<file path="src/design/vpcr_pkg.sv">
package vpcr_pkg;

  ////////////////////////////////////////////////////////////////////////////
  // bus addressing
  localparam logic [7:0] DEV_ADDR_WR   = 8'hDC;
  localparam logic [7:0] DEV_ADDR_RD   = 8'hDD;

  ////////////////////////////////////////////////////////////////////////////
  // register offsets
  localparam logic [7:0] OFS_OFFSET_OVL   = 8'h08;
  localparam logic [7:0] OFS_GLOBAL_CTL   = 8'h09;
  localparam logic [7:0] OFS_ADVANCE_CTL  = 8'h0A;
  localparam logic [7:0] OFS_CLAMP_BLANK  = 8'h0B;
  localparam logic [7:0] OFS_SOFT_RESTORE = 8'h0F;

  ////////////////////////////////////////////////////////////////////////////
  // values after reset
  localparam logic [7:0] RST_OFFSET_OVL   = 8'h15;
  localparam logic [7:0] RST_GLOBAL_CTL   = 8'h00;
  localparam logic [7:0] RST_ADVANCE_CTL  = 8'h00;
  localparam logic [7:0] RST_CLAMP_BLANK  = 8'h04;
  localparam logic [7:0] RST_SOFT_RESTORE = 8'h00;

  ////////////////////////////////////////////////////////////////////////////
  // writable bits; the rest are reserved and read as zero
  localparam logic [7:0] MSK_OFFSET_OVL   = 8'h1F;
  localparam logic [7:0] MSK_GLOBAL_CTL   = 8'h3F;
  localparam logic [7:0] MSK_ADVANCE_CTL  = 8'h03;
  localparam logic [7:0] MSK_CLAMP_BLANK  = 8'h0F;
  localparam logic [7:0] MSK_SOFT_RESTORE = 8'h01;

  ////////////////////////////////////////////////////////////////////////////
  // field positions
  localparam int unsigned POS_LEVEL_SHIFT    = 0;
  localparam int unsigned POS_OVL_CONTRAST   = 3;
  localparam int unsigned POS_OUTPUT_BLANK   = 0;
  localparam int unsigned POS_SLEEP          = 1;
  localparam int unsigned POS_HALF_RANGE     = 3;
  localparam int unsigned POS_AUX_MIX        = 4;
  localparam int unsigned POS_AUTO_ADV_OFF   = 0;
  localparam int unsigned POS_OVERLAY_ONLY   = 0;
  localparam int unsigned POS_FRAME_BLANK_EN = 1;
  localparam int unsigned POS_AUX_PIN_SEL    = 2;
  localparam int unsigned POS_CLAMP_POL      = 3;
  localparam int unsigned POS_SOFT_RESTORE   = 0;

  ////////////////////////////////////////////////////////////////////////////
  // serial slave states
  typedef enum logic [2:0] {
    VPCR_ST_IDLE  = 3'b000,
    VPCR_ST_ADDR  = 3'b001,
    VPCR_ST_AACK  = 3'b010,
    VPCR_ST_WDATA = 3'b011,
    VPCR_ST_WACK  = 3'b100,
    VPCR_ST_RDATA = 3'b101,
    VPCR_ST_RACK  = 3'b110
  } vpcr_state_t;

endpackage

</file>
<file path="src/design/vpcr_serial_slave.sv">
`timescale 1ns/100ps
module vpcr_serial_slave (
  // clock and reset
  input  wire logic       i_clk,
  input  wire logic       i_rstn,
  // pins
  input  wire logic       i_scl,
  input  wire logic       i_sda,
  output logic            o_sda_oe,
  // register side
  input  wire logic       i_auto_adv_off,
  input  wire logic [7:0] i_rd_data,
  output logic [7:0]      o_ptr,
  output logic            o_wr_stb,
  output logic [7:0]      o_wr_data
);

  typedef struct packed {
    logic [2:0]          scl_s;
    logic [2:0]          sda_s;
    vpcr_pkg::vpcr_state_t st;
    logic [2:0]          bitcnt;
    logic [7:0]          shift;
    logic [7:0]          ptr;
    logic                first;
    logic                byte_done;
    logic                sda_oe;
    logic                wr_stb;
    logic [7:0]          wr_data;
  } vpcr_slv_t;

  vpcr_slv_t q;
  vpcr_slv_t d;

  logic scl_rise;
  logic scl_fall;
  logic start_c;
  logic stop_c;

  always_comb begin
    // stage 0 of each synchroniser is read only by stage 1
    scl_rise = q.scl_s[1] & ~q.scl_s[2];
    scl_fall = ~q.scl_s[1] & q.scl_s[2];
    start_c  = q.scl_s[1] & q.scl_s[2] & ~q.sda_s[1] & q.sda_s[2];
    stop_c   = q.scl_s[1] & q.scl_s[2] & q.sda_s[1] & ~q.sda_s[2];
    d        = q;
    d.scl_s  = {q.scl_s[1:0], i_scl};
    d.sda_s  = {q.sda_s[1:0], i_sda};
    d.wr_stb = 1'b0;
    if (start_c) begin
      d.st        = vpcr_pkg::VPCR_ST_ADDR;
      d.bitcnt    = 3'h0;
      d.sda_oe    = 1'b0;
      d.byte_done = 1'b0;
    end else if (stop_c) begin
      d.st     = vpcr_pkg::VPCR_ST_IDLE;
      d.sda_oe = 1'b0;
    end else begin
      case (q.st)
        vpcr_pkg::VPCR_ST_ADDR, vpcr_pkg::VPCR_ST_WDATA: begin
          if (scl_rise) begin
            d.shift     = {q.shift[6:0], q.sda_s[1]};
            d.bitcnt    = q.bitcnt + 3'h1;
            d.byte_done = (q.bitcnt == 3'h7);
            if (q.bitcnt == 3'h7 && q.st == vpcr_pkg::VPCR_ST_WDATA) begin
              if (q.first) begin
                // first stays set until the ack, so the pointer byte never advances it
                d.ptr = {q.shift[6:0], q.sda_s[1]};
              end else begin
                // data byte takes effect as soon as it is complete
                d.wr_stb  = 1'b1;
                d.wr_data = {q.shift[6:0], q.sda_s[1]};
              end
            end
          end else if (scl_fall && q.byte_done) begin
            // a flag, not the bit count: the fall right after start ends no byte
            d.byte_done = 1'b0;
            if (q.st == vpcr_pkg::VPCR_ST_ADDR) begin
              // only our own address byte is acknowledged
              if (q.shift == vpcr_pkg::DEV_ADDR_WR || q.shift == vpcr_pkg::DEV_ADDR_RD) begin
                d.st     = vpcr_pkg::VPCR_ST_AACK;
                d.sda_oe = 1'b1;
              end else begin
                d.st = vpcr_pkg::VPCR_ST_IDLE;
              end
            end else begin
              d.st     = vpcr_pkg::VPCR_ST_WACK;
              d.sda_oe = 1'b1;
            end
          end
        end
        vpcr_pkg::VPCR_ST_AACK: begin
          if (scl_fall) begin
            if (q.shift[0]) begin
              d.st     = vpcr_pkg::VPCR_ST_RDATA;
              d.shift  = i_rd_data;
              d.sda_oe = ~i_rd_data[7];
            end else begin
              d.st     = vpcr_pkg::VPCR_ST_WDATA;
              d.first  = 1'b1;
              d.sda_oe = 1'b0;
            end
            d.bitcnt = 3'h0;
          end
        end
        vpcr_pkg::VPCR_ST_WACK: begin
          if (scl_fall) begin
            d.st     = vpcr_pkg::VPCR_ST_WDATA;
            d.sda_oe = 1'b0;
            if (q.first) begin
              d.first = 1'b0;
            end else if (!i_auto_adv_off) begin
              // on writes the pointer moves only after a data byte, and only in advance mode
              d.ptr = q.ptr + 8'h01;
            end
          end
        end
        vpcr_pkg::VPCR_ST_RDATA: begin
          if (scl_fall) begin
            d.bitcnt = q.bitcnt + 3'h1;
            if (q.bitcnt == 3'h7) begin
              d.st     = vpcr_pkg::VPCR_ST_RACK;
              d.sda_oe = 1'b0;
              d.ptr    = q.ptr + 8'h01;
            end else begin
              d.shift  = {q.shift[6:0], 1'b0};
              d.sda_oe = ~q.shift[6];
            end
          end
        end
        vpcr_pkg::VPCR_ST_RACK: begin
          if (scl_rise) begin
            d.first = q.sda_s[1];
          end else if (scl_fall) begin
            // a master nack ends the read burst
            if (q.first) begin
              d.st = vpcr_pkg::VPCR_ST_IDLE;
            end else begin
              d.st     = vpcr_pkg::VPCR_ST_RDATA;
              d.shift  = i_rd_data;
              d.sda_oe = ~i_rd_data[7];
              d.bitcnt = 3'h0;
            end
          end
        end
        default: begin
          d.st     = vpcr_pkg::VPCR_ST_IDLE;
          d.sda_oe = 1'b0;
        end
      endcase
    end
  end

  always_ff @(posedge i_clk or negedge i_rstn) begin
    if (!i_rstn) begin
      q <= '{scl_s: 3'h7, sda_s: 3'h7, st: vpcr_pkg::VPCR_ST_IDLE, default: '0};
    end else begin
      q <= d;
    end
  end

  assign o_sda_oe  = q.sda_oe;
  assign o_ptr     = q.ptr;
  assign o_wr_stb  = q.wr_stb;
  assign o_wr_data = q.wr_data;

endmodule

</file>
<file path="src/design/vpcr_retrace_detect.sv">
`timescale 1ns/100ps
module vpcr_retrace_detect (
  // clock and reset
  input  wire logic i_clk,
  input  wire logic i_rstn,
  // pins
  input  wire logic i_vblank_pin,
  input  wire logic i_sandcastle_vlevel,
  input  wire logic i_hblank,
  input  wire logic i_clamp,
  // configuration
  input  wire logic i_frame_blank_en,
  input  wire logic i_aux_pin_sel,
  input  wire logic i_clamp_pol,
  // results
  output logic      o_vretrace,
  output logic      o_hblank,
  output logic      o_clamp_active
);

  typedef struct packed {
    logic [1:0] vpin_s;
    logic [1:0] sc_s;
    logic [1:0] hb_s;
    logic [1:0] cl_s;
    logic       vret;
    logic       hb;
    logic       clamp;
  } vpcr_ret_t;

  vpcr_ret_t q;
  vpcr_ret_t d;

  always_comb begin
    d        = q;
    d.vpin_s = {q.vpin_s[0], i_vblank_pin};
    d.sc_s   = {q.sc_s[0], i_sandcastle_vlevel};
    d.hb_s   = {q.hb_s[0], i_hblank};
    d.cl_s   = {q.cl_s[0], i_clamp};
    d.hb     = q.hb_s[1];
    // pin 13 carries vertical blank when the fourth converter is off it
    if (!i_aux_pin_sel) begin
      d.vret = i_frame_blank_en & q.vpin_s[1];
    end else begin
      // both bits set: vertical part is stripped from the sandcastle
      d.vret = i_frame_blank_en & q.sc_s[1];
    end
    d.clamp = q.cl_s[1] ^ i_clamp_pol;
  end

  always_ff @(posedge i_clk or negedge i_rstn) begin
    if (!i_rstn) begin
      q <= '0;
    end else begin
      q <= d;
    end
  end

  assign o_vretrace     = q.vret;
  assign o_hblank       = q.hb;
  assign o_clamp_active = q.clamp;

endmodule

</file>
<file path="src/design/vpcr_ctrl_regs.sv">
`timescale 1ns/100ps
module vpcr_ctrl_regs (
  // clock and reset
  input  wire logic       I_CLK,
  input  wire logic       I_RSTN,
  // serial bus pins
  input  wire logic       I_SCL,
  input  wire logic       I_SDA,
  output logic            O_SDA,
  output logic            O_SDA_OE,
  // timing pins
  input  wire logic       I_VBLANK_PIN,
  input  wire logic       I_SANDCASTLE_VLEVEL,
  input  wire logic       I_HBLANK,
  input  wire logic       I_CLAMP,
  // video controls
  output logic [2:0]      O_VIDEO_LEVEL_SHIFT,
  output logic [1:0]      O_OVERLAY_CONTRAST,
  output logic            O_OUTPUT_BLANK,
  output logic            O_OVERLAY_ONLY,
  output logic            O_RETRACE_BLANK,
  output logic            O_CLAMP_ACTIVE,
  // analog controls
  output logic            O_SLEEP,
  output logic            O_MAIN_HALF_RANGE,
  output logic            O_AUX_MIX,
  output logic            O_AUX_PIN_DRIVE,
  output logic            O_UPDATE_WINDOW,
  output logic            O_SOFT_ABORT
);

  ////////////////////////////////////////////////////////////////////////////
  // state

  typedef struct packed {
    logic [7:0] offset_and_overlay_contrast;
    logic [7:0] global_video_control;
    logic [7:0] address_advance_control;
    logic [7:0] clamp_blank_overlay_control;
    logic [1:0] ovl_applied;
    logic [2:0] level_shift;
    logic       out_blank;
    logic       ovl_only;
    logic       retrace_blank;
    logic       clamp_act;
    logic       sleep;
    logic       half_range;
    logic       aux_mix;
    logic       aux_drive;
    logic       upd_win;
    logic       abort;
  } vpcr_regs_t;

  vpcr_regs_t q;
  vpcr_regs_t d;

  logic [7:0] ptr;
  logic       wr_stb;
  logic [7:0] wr_data;
  logic [7:0] rd_data;
  logic       sda_oe;
  logic       vret;
  logic       hblank;
  logic       clamp_act;
  logic       frame_blank_en;
  logic       upd_ok;

  ////////////////////////////////////////////////////////////////////////////
  // submodules

  vpcr_serial_slave u_slave (
    .i_clk          (I_CLK),
    .i_rstn         (I_RSTN),
    .i_scl          (I_SCL),
    .i_sda          (I_SDA),
    .o_sda_oe       (sda_oe),
    .i_auto_adv_off (q.address_advance_control[vpcr_pkg::POS_AUTO_ADV_OFF]),
    .i_rd_data      (rd_data),
    .o_ptr          (ptr),
    .o_wr_stb       (wr_stb),
    .o_wr_data      (wr_data)
  );

  vpcr_retrace_detect u_retrace (
    .i_clk               (I_CLK),
    .i_rstn              (I_RSTN),
    .i_vblank_pin        (I_VBLANK_PIN),
    .i_sandcastle_vlevel (I_SANDCASTLE_VLEVEL),
    .i_hblank            (I_HBLANK),
    .i_clamp             (I_CLAMP),
    .i_frame_blank_en    (frame_blank_en),
    .i_aux_pin_sel       (q.clamp_blank_overlay_control[vpcr_pkg::POS_AUX_PIN_SEL]),
    .i_clamp_pol         (q.clamp_blank_overlay_control[vpcr_pkg::POS_CLAMP_POL]),
    .o_vretrace          (vret),
    .o_hblank            (hblank),
    .o_clamp_active      (clamp_act)
  );

  ////////////////////////////////////////////////////////////////////////////
  // read side: unmapped offsets and reserved bits read zero

  always_comb begin
    case (ptr)
      vpcr_pkg::OFS_OFFSET_OVL:   rd_data = q.offset_and_overlay_contrast;
      vpcr_pkg::OFS_GLOBAL_CTL:   rd_data = q.global_video_control;
      vpcr_pkg::OFS_ADVANCE_CTL:  rd_data = q.address_advance_control;
      vpcr_pkg::OFS_CLAMP_BLANK:  rd_data = q.clamp_blank_overlay_control;
      default:                    rd_data = 8'h00;
    endcase
  end

  ////////////////////////////////////////////////////////////////////////////
  // write side and derived controls

  assign frame_blank_en = q.clamp_blank_overlay_control[vpcr_pkg::POS_FRAME_BLANK_EN];
  // host keeps frame_blank_enable low without vertical timing, else no update
  assign upd_ok         = !frame_blank_en || vret;

  always_comb begin
    d       = q;
    d.abort = 1'b0;
    if (wr_stb) begin
      case (ptr)
        vpcr_pkg::OFS_OFFSET_OVL: begin
          d.offset_and_overlay_contrast = wr_data & vpcr_pkg::MSK_OFFSET_OVL;
        end
        vpcr_pkg::OFS_GLOBAL_CTL: begin
          // must-zero bits are stored as written; the host keeps them clear
          d.global_video_control = wr_data & vpcr_pkg::MSK_GLOBAL_CTL;
        end
        vpcr_pkg::OFS_ADVANCE_CTL: begin
          d.address_advance_control = wr_data & vpcr_pkg::MSK_ADVANCE_CTL;
        end
        vpcr_pkg::OFS_CLAMP_BLANK: begin
          // sandcastle use needs clamp_polarity zero, left to the host
          d.clamp_blank_overlay_control = wr_data & vpcr_pkg::MSK_CLAMP_BLANK;
        end
        vpcr_pkg::OFS_SOFT_RESTORE: begin
          if (wr_data[vpcr_pkg::POS_SOFT_RESTORE]) begin
            // the bit never holds: it reloads defaults and reads back zero
            d.offset_and_overlay_contrast = vpcr_pkg::RST_OFFSET_OVL;
            d.global_video_control        = vpcr_pkg::RST_GLOBAL_CTL;
            d.address_advance_control     = vpcr_pkg::RST_ADVANCE_CTL;
            d.clamp_blank_overlay_control = vpcr_pkg::RST_CLAMP_BLANK;
            d.ovl_applied = vpcr_pkg::RST_OFFSET_OVL[vpcr_pkg::POS_OVL_CONTRAST +: 2];
            d.abort       = 1'b1;
          end
        end
        default: begin
          d.abort = 1'b0;
        end
      endcase
    end
    // contrast reaches the output only inside the update window, or at once on a soft restore
    if (upd_ok && !d.abort) begin
      d.ovl_applied = q.offset_and_overlay_contrast[vpcr_pkg::POS_OVL_CONTRAST +: 2];
    end
    d.level_shift   = q.offset_and_overlay_contrast[vpcr_pkg::POS_LEVEL_SHIFT +: 3];
    d.out_blank     = q.global_video_control[vpcr_pkg::POS_OUTPUT_BLANK];
    d.sleep         = q.global_video_control[vpcr_pkg::POS_SLEEP];
    d.half_range    = q.global_video_control[vpcr_pkg::POS_HALF_RANGE];
    d.aux_mix       = q.global_video_control[vpcr_pkg::POS_AUX_MIX];
    d.ovl_only      = q.clamp_blank_overlay_control[vpcr_pkg::POS_OVERLAY_ONLY];
    d.aux_drive     = q.clamp_blank_overlay_control[vpcr_pkg::POS_AUX_PIN_SEL];
    d.retrace_blank = hblank | vret;
    d.clamp_act     = clamp_act;
    d.upd_win       = upd_ok;
  end

  always_ff @(posedge I_CLK or negedge I_RSTN) begin
    if (!I_RSTN) begin
      q <= '{
        offset_and_overlay_contrast: vpcr_pkg::RST_OFFSET_OVL,
        global_video_control:        vpcr_pkg::RST_GLOBAL_CTL,
        address_advance_control:     vpcr_pkg::RST_ADVANCE_CTL,
        clamp_blank_overlay_control: vpcr_pkg::RST_CLAMP_BLANK,
        ovl_applied:   vpcr_pkg::RST_OFFSET_OVL[vpcr_pkg::POS_OVL_CONTRAST +: 2],
        level_shift:   vpcr_pkg::RST_OFFSET_OVL[vpcr_pkg::POS_LEVEL_SHIFT +: 3],
        aux_drive:     vpcr_pkg::RST_CLAMP_BLANK[vpcr_pkg::POS_AUX_PIN_SEL],
        upd_win:       1'b1,
        default:       '0
      };
    end else begin
      q <= d;
    end
  end

  ////////////////////////////////////////////////////////////////////////////
  // outputs, all from flops but the constant O_SDA

  // open drain: the line is only ever pulled low
  assign O_SDA               = 1'b0;
  assign O_SDA_OE            = sda_oe;
  assign O_VIDEO_LEVEL_SHIFT = q.level_shift;
  assign O_OVERLAY_CONTRAST  = q.ovl_applied;
  assign O_OUTPUT_BLANK      = q.out_blank;
  assign O_OVERLAY_ONLY      = q.ovl_only;
  assign O_RETRACE_BLANK     = q.retrace_blank;
  assign O_CLAMP_ACTIVE      = q.clamp_act;
  assign O_SLEEP             = q.sleep;
  assign O_MAIN_HALF_RANGE   = q.half_range;
  assign O_AUX_MIX           = q.aux_mix;
  assign O_AUX_PIN_DRIVE     = q.aux_drive;
  assign O_UPDATE_WINDOW     = q.upd_win;
  assign O_SOFT_ABORT        = q.abort;

endmodule

</file>
<file path="config.mk">
export PLATFORM = sky130hd
export DESIGN_NAME = vpcr_ctrl_regs
export DESIGN_NICKNAME = d
export VERILOG_FILES = /design/src/design/vpcr_pkg.sv /design/src/design/vpcr_serial_slave.sv /design/src/design/vpcr_retrace_detect.sv /design/src/design/vpcr_ctrl_regs.sv
export SDC_FILE = /design/constraint.sdc
export NUM_CORES = 1
export LEC_CHECK = 0
export BUFFER_PORTS_ARGS = -buffer_cell sky130_fd_sc_hd__buf_2
export CAP_MARGIN = 20
export CORE_MARGIN = 5
export CORE_UTILIZATION = 45
export DETAILED_ROUTE_END_ITERATION = 12
export PLACE_DENSITY_LB_ADDON = 0.2
export SLEW_MARGIN = 25
export SYNTH_ARGS = -nofsm -noshare
export SYNTH_HDL_FRONTEND = slang
export SYNTH_HIERARCHICAL = 1
export SYNTH_SLANG_ARGS = --single-unit
</file>
<file path="constraint.sdc">
create_clock -name I_CLK -period 4.89 [get_ports I_CLK]
set_input_delay 1.2225 -clock I_CLK [delete_from_list [all_inputs] [get_ports I_CLK]]
set_output_delay 1.2225 -clock I_CLK [all_outputs]
set_load 0.02 [all_outputs]
</file>
==> flow_metrics.tcl, run 1 <==
set metrics [dict create \
    start_util 0.465 \
    ff2ff_setup_slack_ps 2420 \
    syn-mean-instance-area_sq_um 10.9 \
    core_area_sq_um 8810 \
    path_clk_slew_ps 90 \
    grt_max_degree 82 \
    antenna_found_initial 0 \
    viasPerCell 5.55 \
    power_switching_uw 328 \
    cp.arrival_ps 2690 \
    cts_sinks 81 \
    grt_overflow 0 \
    crit_type "flop to flop" \
    finalSetupViolCount 0 \
    min_to "u_retrace/q[10]" \
    route.final.wire_length_microns 7670 \
    period_needed_ps 2470 \
    layout-drive-gt1-share 0.249 \
    drv_slew 0 \
    die_area_sq_um 11100 \
    hold_depth 0 \
    num_io_pins 25 \
    hp-start "u_retrace/d[10]" \
    worstRegToRegCells 5 \
    fillers 786 \
    setup_slack_ps 2420 \
    dp_hpwl_microns 5290 \
    critPathRequiredTime_ps 5120 \
    intPower_uw 998 \
    slew_headroom 0.521 \
    top_usage_layer "met1" \
    rows 34 \
    met1_usage 0.224 \
    worst_ir_drop_vdd_v 0.000199 \
    clockPowerShare 0.381 \
    fin_util 0.491 \
    vias 2715 \
    critPathCaptureType "flop" \
    timing.rr.end "u_slave/q[25]" \
    nets 387 \
    cts_tree "done" \
    postSynthCellCount 376 \
    tightestPinTransition_ps 718 \
    die_w_microns 105 \
    grt_pass1_wl_microns 13200 \
    cts_root_buf "clkbuf_8" \
    cts_buffer_depth 2 \
    min_path_type "flop to flop" \
    gp_congestion 0.856 \
    grt_usage 0.147 \
    dpl_cell_area_sq_um 4110 \
    ys_warn_count 6 \
    syn_to_final_growth_pct 5.56 \
    fmax_mhz 405 \
    cellPowerDensity_nw_per_um2 307 \
    p_leak_uw 0.00191 \
    rsz0062_at_grt "no" \
    met3_usage 0.0312 \
    met2_usage 0.207 \
    numCtsBuffers 9 \
    tns_ps 0 \
    final_cell_area_sq_um 4320 \
    grt_pass1_vias 2546 \
    worstReg2RegStart "u_slave/q[31]" \
    final-hold-violation-count 0 \
    p_sw_frac 0.247 \
    drt_iter0_markers 124 \
    status "complete, no violations" \
    final.period_utilization 0.505 \
    fin_worst_skew_ps 7.38 \
    io_buffers 23 \
    drt.antenna.violating_nets 0 \
    htreeDepth 3 \
    antennaDiodeCount 0 \
    die_y_microns 105 \
    postCtsSetupBuffers 0 \
    routedWlPerCell_microns 15.7 \
    cp_max_fo 23 \
    synthesis.area_sq_um 4100 \
    combPwrFrac 0.071 \
    cts_hold_buf 0 \
    cts.repair.resized 0 \
    drt_drc_violations_left 0 \
    critPathLaunchType "flop" \
    seq_power_share 0.549 \
    timing.max_cap.violations 0 \
    first_pass_iters 5 \
    clkLatencyLatePin_ps 340 \
    place_ws_ps 2470 \
    crit_start "u_slave/q[31]" \
]
[worst max-delay path by stage]
stage	to	cells after the start	slack (ps)
6_report	u_slave/q[25]	5	2420
5_1_grt	u_slave/q[27]	5	2240
4_1_cts	u_slave/q[25]	5	2450
3_5_place_dp	u_slave/q[25]	5	2470
3_3_place_gp	u_slave/q[21]	5	2500
2_1_floorplan	u_slave/q[21]	7	2870
[layer usage]
metal  part of all wire  up-vias
met1               0.50     1326
met4             0.0083        0
met5                  0        -
met2               0.45       59
met3              0.043        4
li1                   -     1326
[flip-flops by register name, indices dropped and copies added (netlist names), 2 cells and up]
register             cells
O_OVERLAY_CONTRAST       2
O_VIDEO_LEVEL_SHIFT      3
d                        9
q                        7
u_retrace/d              5
u_retrace/q              3
u_slave/d                4
u_slave/o_ptr            8
u_slave/o_wr_data        6
u_slave/q               18
[cell type report]
| cell class | instances | area (sq um) | area share |
|---|---|---|---|
| Sequential cell | 81 | 2050 | 0.473 |
| Multi-Input combinational cell | 252 | 1770 | 0.410 |
| Clock buffer | 10 | 138 | 0.0318 |
| Tap cell | 108 | 135 | 0.0313 |
| Timing Repair Buffer | 23 | 121 | 0.0281 |
| Clock inverter | 6 | 75.1 | 0.0174 |
| Inverter | 9 | 33.8 | 0.00781 |
[metrics by stage]
stage	hold WS [ps]	instances	total power, uW
after floorplan	331	379	802
after global placement	332	473	834
after detailed placement	337	473	836
after CTS	358	489	1350
after global routing	378	489	1390
final	354	489	1330
[power by group through the flow]
| stage | sequential [uW] | combinational, uW | clock [uW] |
|---|---|---|---|
| floorplan | 728 | 74.0 | 0 |
| global placement | 740 | 94.1 | 0 |
| detailed placement | 741 | 95.0 | 0 |
| CTS | 728 | 95.3 | 527 |
| global route | 733 | 109 | 552 |
| finish | 727 | 93.7 | 505 |
[critical path, stage by stage (launching register included)]
cell and delay [ps]:
dfrtp_1 600, nand2b_1 430, o22ai_1 250, a22oi_1 130
a2111o_1 590, mux2_4 350
[layout by cell type (no fill, tap or decap), types with 3 or more instances in the layout]
| cell | n |
|---|---|
| nor2_2 | 4 |
| and3_1 | 5 |
| a211oi_1 | 3 |
| mux2_4 | 10 |
| nor2b_1 | 10 |
| mux2_2 | 13 |
| conb_1 | 4 |
| buf_2 | 22 |
| nand2b_1 | 4 |
| nor3b_1 | 3 |
| mux2i_1 | 13 |
| inv_1 | 9 |
| ha_1 | 3 |
| o22ai_1 | 5 |
| a22o_1 | 11 |
| dfstp_2 | 15 |
| o21a_1 | 4 |
| a31oi_1 | 3 |
| o21ai_0 | 14 |
| nor2_1 | 19 |
| nor3_1 | 11 |
| nand2_1 | 32 |
| dfrtp_1 | 66 |
| nand3_1 | 13 |
| or2_2 | 3 |
| clkbuf_8 | 10 |
| o22a_1 | 4 |
| and2_1 | 4 |
| a21oi_1 | 18 |
Note: power is estimated with default switching activity, not from simulation.
==> inputs of run 2 (changes only) <==
--- a/config.mk
+++ b/config.mk
@@ -5,6 +5,7 @@
 export SDC_FILE = /design/constraint.sdc
 export NUM_CORES = 1
 export LEC_CHECK = 0
+export ABC_AREA = 1
 export BUFFER_PORTS_ARGS = -buffer_cell sky130_fd_sc_hd__buf_2
 export CAP_MARGIN = 20
 export CORE_MARGIN = 5
==> constraint.sdc (replaced) <==
create_clock -name I_CLK -period 2 [get_ports I_CLK]
set_input_delay 0.5 -clock I_CLK [delete_from_list [all_inputs] [get_ports I_CLK]]
set_output_delay 0.5 -clock I_CLK [all_outputs]
set_load 0.02 [all_outputs]
==> flow_metrics.tcl, run 2 <==
set metrics [dict create \
    rsz0062_at_grt "no" \
    final.period_utilization 0.923 \
    rows 36 \
    cp.arrival_ps 2150 \
    ys_warn_count 6 \
    worstRegToRegCells 9 \
    postCtsSetupBuffers 0 \
    worstReg2RegStart "u_slave/o_ptr[2]" \
    tns_ps 0 \
    dp_hpwl_microns 7770 \
    timing.rr.end "u_slave/q[23]" \
    cp_max_fo 7 \
    fin_worst_skew_ps 7.02 \
    drt.antenna.violating_nets 0 \
    critPathCaptureType "flop" \
    fillers 952 \
    final-hold-violation-count 0 \
    die_area_sq_um 11900 \
    final_cell_area_sq_um 4820 \
    grt_usage 0.186 \
    drt_iter0_markers 305 \
    antenna_found_initial 0 \
    critPathBufInv 1 \
    crit_start "u_slave/o_ptr[2]" \
    critPathRequiredTime_ps 2300 \
    multi_input_area_sq_um 1900 \
    first_pass_iters 5 \
    layout-drive-gt1-share 0.202 \
    vias 3588 \
    critPathLaunchType "flop" \
    cts_hold_buf 0 \
    placed_cells 702 \
    crit_path_max_incr_delay_ps 470 \
    die_y_microns 109 \
    status "complete, no violations" \
    grt_pass1_wl_microns 17000 \
    finalSetupViolCount 0 \
    routedWlPerCell_microns 14.0 \
    critical_path_depth 9 \
    syn_to_final_growth_pct 8.81 \
    grt_overflow 0 \
    stdcell_count 718 \
    p_leak_uw 0.00249 \
    worst_ir_drop_vdd_v 0.000323 \
    crit_type "flop to flop" \
    path_clk_slew_ps 90 \
    antennaDiodeCount 0 \
    dpl_cell_area_sq_um 4610 \
    drv_slew 0 \
    register_area_sq_um 2050 \
    cts_root_buf "clkbuf_8" \
    period_needed_ps 1850 \
    synthesis.area_sq_um 4430 \
    die_w_microns 109 \
    largest_reg_flops 18 \
    clkLatencyLatePin_ps 350 \
    cts_buffer_depth 2 \
    hold_slack_ps 72.5 \
    htreeDepth 3 \
    gp_congestion 1.01 \
    crit_path_end "u_slave/q[23]" \
    num_io_pins 25 \
    start_util 0.458 \
    ff2ff_setup_slack_ps 150 \
    numCtsBuffers 9 \
    viasPerCell 5.00 \
    grt_max_degree 37 \
    slowest_stage "dfrtp_1" \
    drt_drc_violations_left 0 \
    path_cells "inv_1, nand2_1, nor3_2, nand3_1, nand3_1, nand2_1, o22ai_1, nand3_1, nand2_1" \
    cts.repair.resized 0 \
    final_common_cell "nand2_1" \
    min_path_type "input port to asynchronous set/reset pin" \
    cellPowerDensity_nw_per_um2 687 \
    nets 591 \
    layout_common_cells "nand2_1 (169), dfrtp_1 (65), nand3_1 (63)" \
    p_total_uw 3310 \
    cpLargestDelayFamily "simple AND/OR/NAND/NOR gates" \
    postSynthCellCount 558 \
    core_area_sq_um 9680 \
    top_register "u_slave/q" \
    fmax_mhz 542 \
    cts_tree "done" \
    route.final.wire_length_microns 10100 \
    grt_pass1_vias 3490 \
    timing.max_cap.violations 0 \
    cts_sinks 81 \
    syn-mean-instance-area_sq_um 7.94 \
    io_buffers 23 \
]
## run 2: final cells by class
| class | count | area share |
|---|---|---|
| tap | 133 | 0.0345 |
| inverter | 67 | 0.0532 |
| timing repair buffer | 38 | 0.0503 |
| sequential | 81 | 0.424 |
| clock inverter | 6 | 0.0150 |
| clock buffer | 10 | 0.0285 |
| multi-input combinational | 383 | 0.394 |
## run 2: worst min-delay path by stage
stage / from / endpoint / slack [ps] / cells after the start
after floorplan: I_RSTN / O_AUX_MIX / 200 / 0
after global placement: u_retrace/d[6] / u_retrace/d[1] / 330 / 0
after detailed placement: u_retrace/d[1] / u_retrace/o_hblank / 340 / 0
after CTS: I_RSTN / u_retrace/d[1] / 80 / 1
after global routing: I_RSTN / u_retrace/d[1] / 100 / 1
final: I_RSTN / u_retrace/o_hblank / 70 / 1
## run 2: power by group
part	switching (uW)	leakage [uW]	internal, uW	total (uW)
logic	168	0.00134	94.5	262
clock network	655	0.000104	627	1280
registers	58.3	0.00104	1710	1770
## run 2: through the flow
step | setup slack (ps) | utilization
after floorplan | 464 | -
after global placement | 207 | 0.476
after detailed placement | 185 | 0.476
after CTS | 166 | 0.498
after global routing | 7.59 | 0.498
final | 154 | 0.498
## run 2: routing by layer
metal	global-route usage	up-vias	part of all wire
li1	-	1801	-
met1	0.248	1658	0.46
met2	0.297	113	0.47
met3	0.0414	16	0.055
met4	0.0659	0	0.023
met5	0	-	0
==> inputs of run 3 (changes only) <==
--- a/config.mk
+++ b/config.mk
@@ -9,7 +9,7 @@
 export BUFFER_PORTS_ARGS = -buffer_cell sky130_fd_sc_hd__buf_2
 export CAP_MARGIN = 20
 export CORE_MARGIN = 5
-export CORE_UTILIZATION = 45
+export CORE_UTILIZATION = 55
 export DETAILED_ROUTE_END_ITERATION = 12
 export PLACE_DENSITY_LB_ADDON = 0.2
 export SLEW_MARGIN = 25
==> flow_metrics.tcl, run 3 (synthesis gave the netlist of run 2 again) <==
set metrics [dict create \
    path_clk_slew_ps 80 \
    rows 32 \
    start_util 0.568 \
    critPathCaptureType "flop" \
    met3_usage 0.0414 \
    top_usage_layer "met1" \
    routedWlPerCell_microns 14.4 \
    die_y_microns 99.8 \
    fillers 735 \
    cpMostUsedCell "nand2_1" \
    grt_pass1_wl_microns 16800 \
    num_io_pins 25 \
    final-hold-violation-count 0 \
    clkLatencyLatePin_ps 360 \
    die_area_sq_um 9950 \
    cts_root_buf "clkbuf_8" \
    fmax_mhz 533 \
    place_ws_ps 160 \
    antenna_found_initial 0 \
    layout_common_cells "nand2_1 (169), dfrtp_1 (66), nand3_1 (63)" \
    tns_ps 0 \
    finalSetupViolCount 0 \
    worstRegToRegCells 7 \
    drt.antenna.violating_nets 0 \
    dp_hpwl_microns 7610 \
    critPathLaunchType "flop" \
    numCtsBuffers 9 \
    drt_drc_violations_left 0 \
    route.final.wire_length_microns 9850 \
    min_path_type "input port to asynchronous set/reset pin" \
    met1_usage 0.331 \
    critPathRequiredTime_ps 2240 \
    fin_worst_skew_ps 15.4 \
    worst_ir_drop_vdd_v 0.000341 \
    htreeDepth 3 \
    met2_usage 0.306 \
    timing.rr.end "u_slave/q[32]" \
    setup_slack_ps 125 \
    worstReg2RegStart "u_slave/d[39]" \
    final_common_cell "nand2_1" \
    layout-drive-gt1-share 0.197 \
    crit_path_max_incr_delay_ps 590 \
    cts_buffer_depth 2 \
    io_buffers 23 \
    antennaDiodeCount 0 \
    cts_tree "done" \
    slowest_stage "dfstp_2" \
    multi_input_area_sq_um 1900 \
    rsz0062_at_grt "no" \
    cts_sinks 81 \
    cp_max_fo 7 \
    first_pass_iters 5 \
    p_leak_uw 0.00247 \
    crit_type "flop to flop" \
    core_area_sq_um 7810 \
    status "complete, no violations" \
    stdcell_count 686 \
    ff2ff_setup_slack_ps 120 \
    period_needed_ps 1880 \
    syn_to_final_growth_pct 7.11 \
    die_w_microns 99.8 \
    final.period_utilization 0.938 \
    critPathBufInv 0 \
    placed_cells 668 \
    gp_congestion 0.982 \
    timing.max_cap.violations 0 \
    path_cells "nand4_1, nand3_1, nor2_1, nor2_1, nand2_1, nand2_1, nand2_1" \
    drv_slew 0 \
    grt_pass1_vias 3391 \
    nets 590 \
    top_register "u_slave/q" \
    grt_overflow 0 \
    cp.arrival_ps 2120 \
    largest_reg_flops 18 \
    register_area_sq_um 2050 \
    grt_max_degree 33 \
    cellPowerDensity_nw_per_um2 655 \
    grt_usage 0.212 \
    viasPerCell 5.31 \
    cpLargestDelayFamily "simple AND/OR/NAND/NOR gates" \
    drt_iter0_markers 258 \
    vias 3643 \
]
-- run 3: through the flow --
step	utilization	hold slack, ps	cell area [sq um]	total power (uW)
2_1_floorplan	-	204	4440	1950
3_3_place_gp	0.583	332	4550	2060
3_5_place_dp	0.583	337	4550	2070
4_1_cts	0.604	66.0	4720	3140
5_1_grt	0.608	85.3	4750	3260
6_report	0.608	64.5	4750	3110
-- run 3: layout make-up --
class / count / share of cell area
Clock buffer: 11 / 0.0277
Clock inverter: 5 / 0.00817
Inverter: 67 / 0.0540
Multi-Input combinational cell: 383 / 0.400
Sequential cell: 81 / 0.431
Tap cell: 102 / 0.0269
Timing Repair Buffer: 37 / 0.0522
-- run 3: how the worst max path moves through the flow --
stage	startpoint	end	cells after the start
floorplan	u_slave/d[39]	u_slave/q[32]	7
global placement	u_slave/d[39]	u_slave/q[32]	7
detailed placement	u_slave/d[36]	u_slave/o_ptr[6]	9
CTS	u_slave/d[36]	u_slave/o_ptr[6]	9
global route	u_slave/q[33]	u_slave/q[28]	9
finish	u_slave/d[39]	u_slave/q[32]	7
-- run 3: routing by layer --
metal | routed length [microns] | part of all wire
met1 | 4860 | 0.49
met5 | 0 | 0
met4 | 93 | 0.0094
met3 | 680 | 0.069
met2 | 4220 | 0.43
-- run 3: timing repair --
item	in CTS	in global routing
hold buffers	0	0
gates resized for setup	0	1
endpoints found under the setup margin	0	3
buffers inserted	0	2
endpoints found under the hold margin	0	0
-- run 3: report_power, final --
part	switching [uW]	internal [uW]
clock network	611	461
logic	173	92.7
registers	63.3	1710
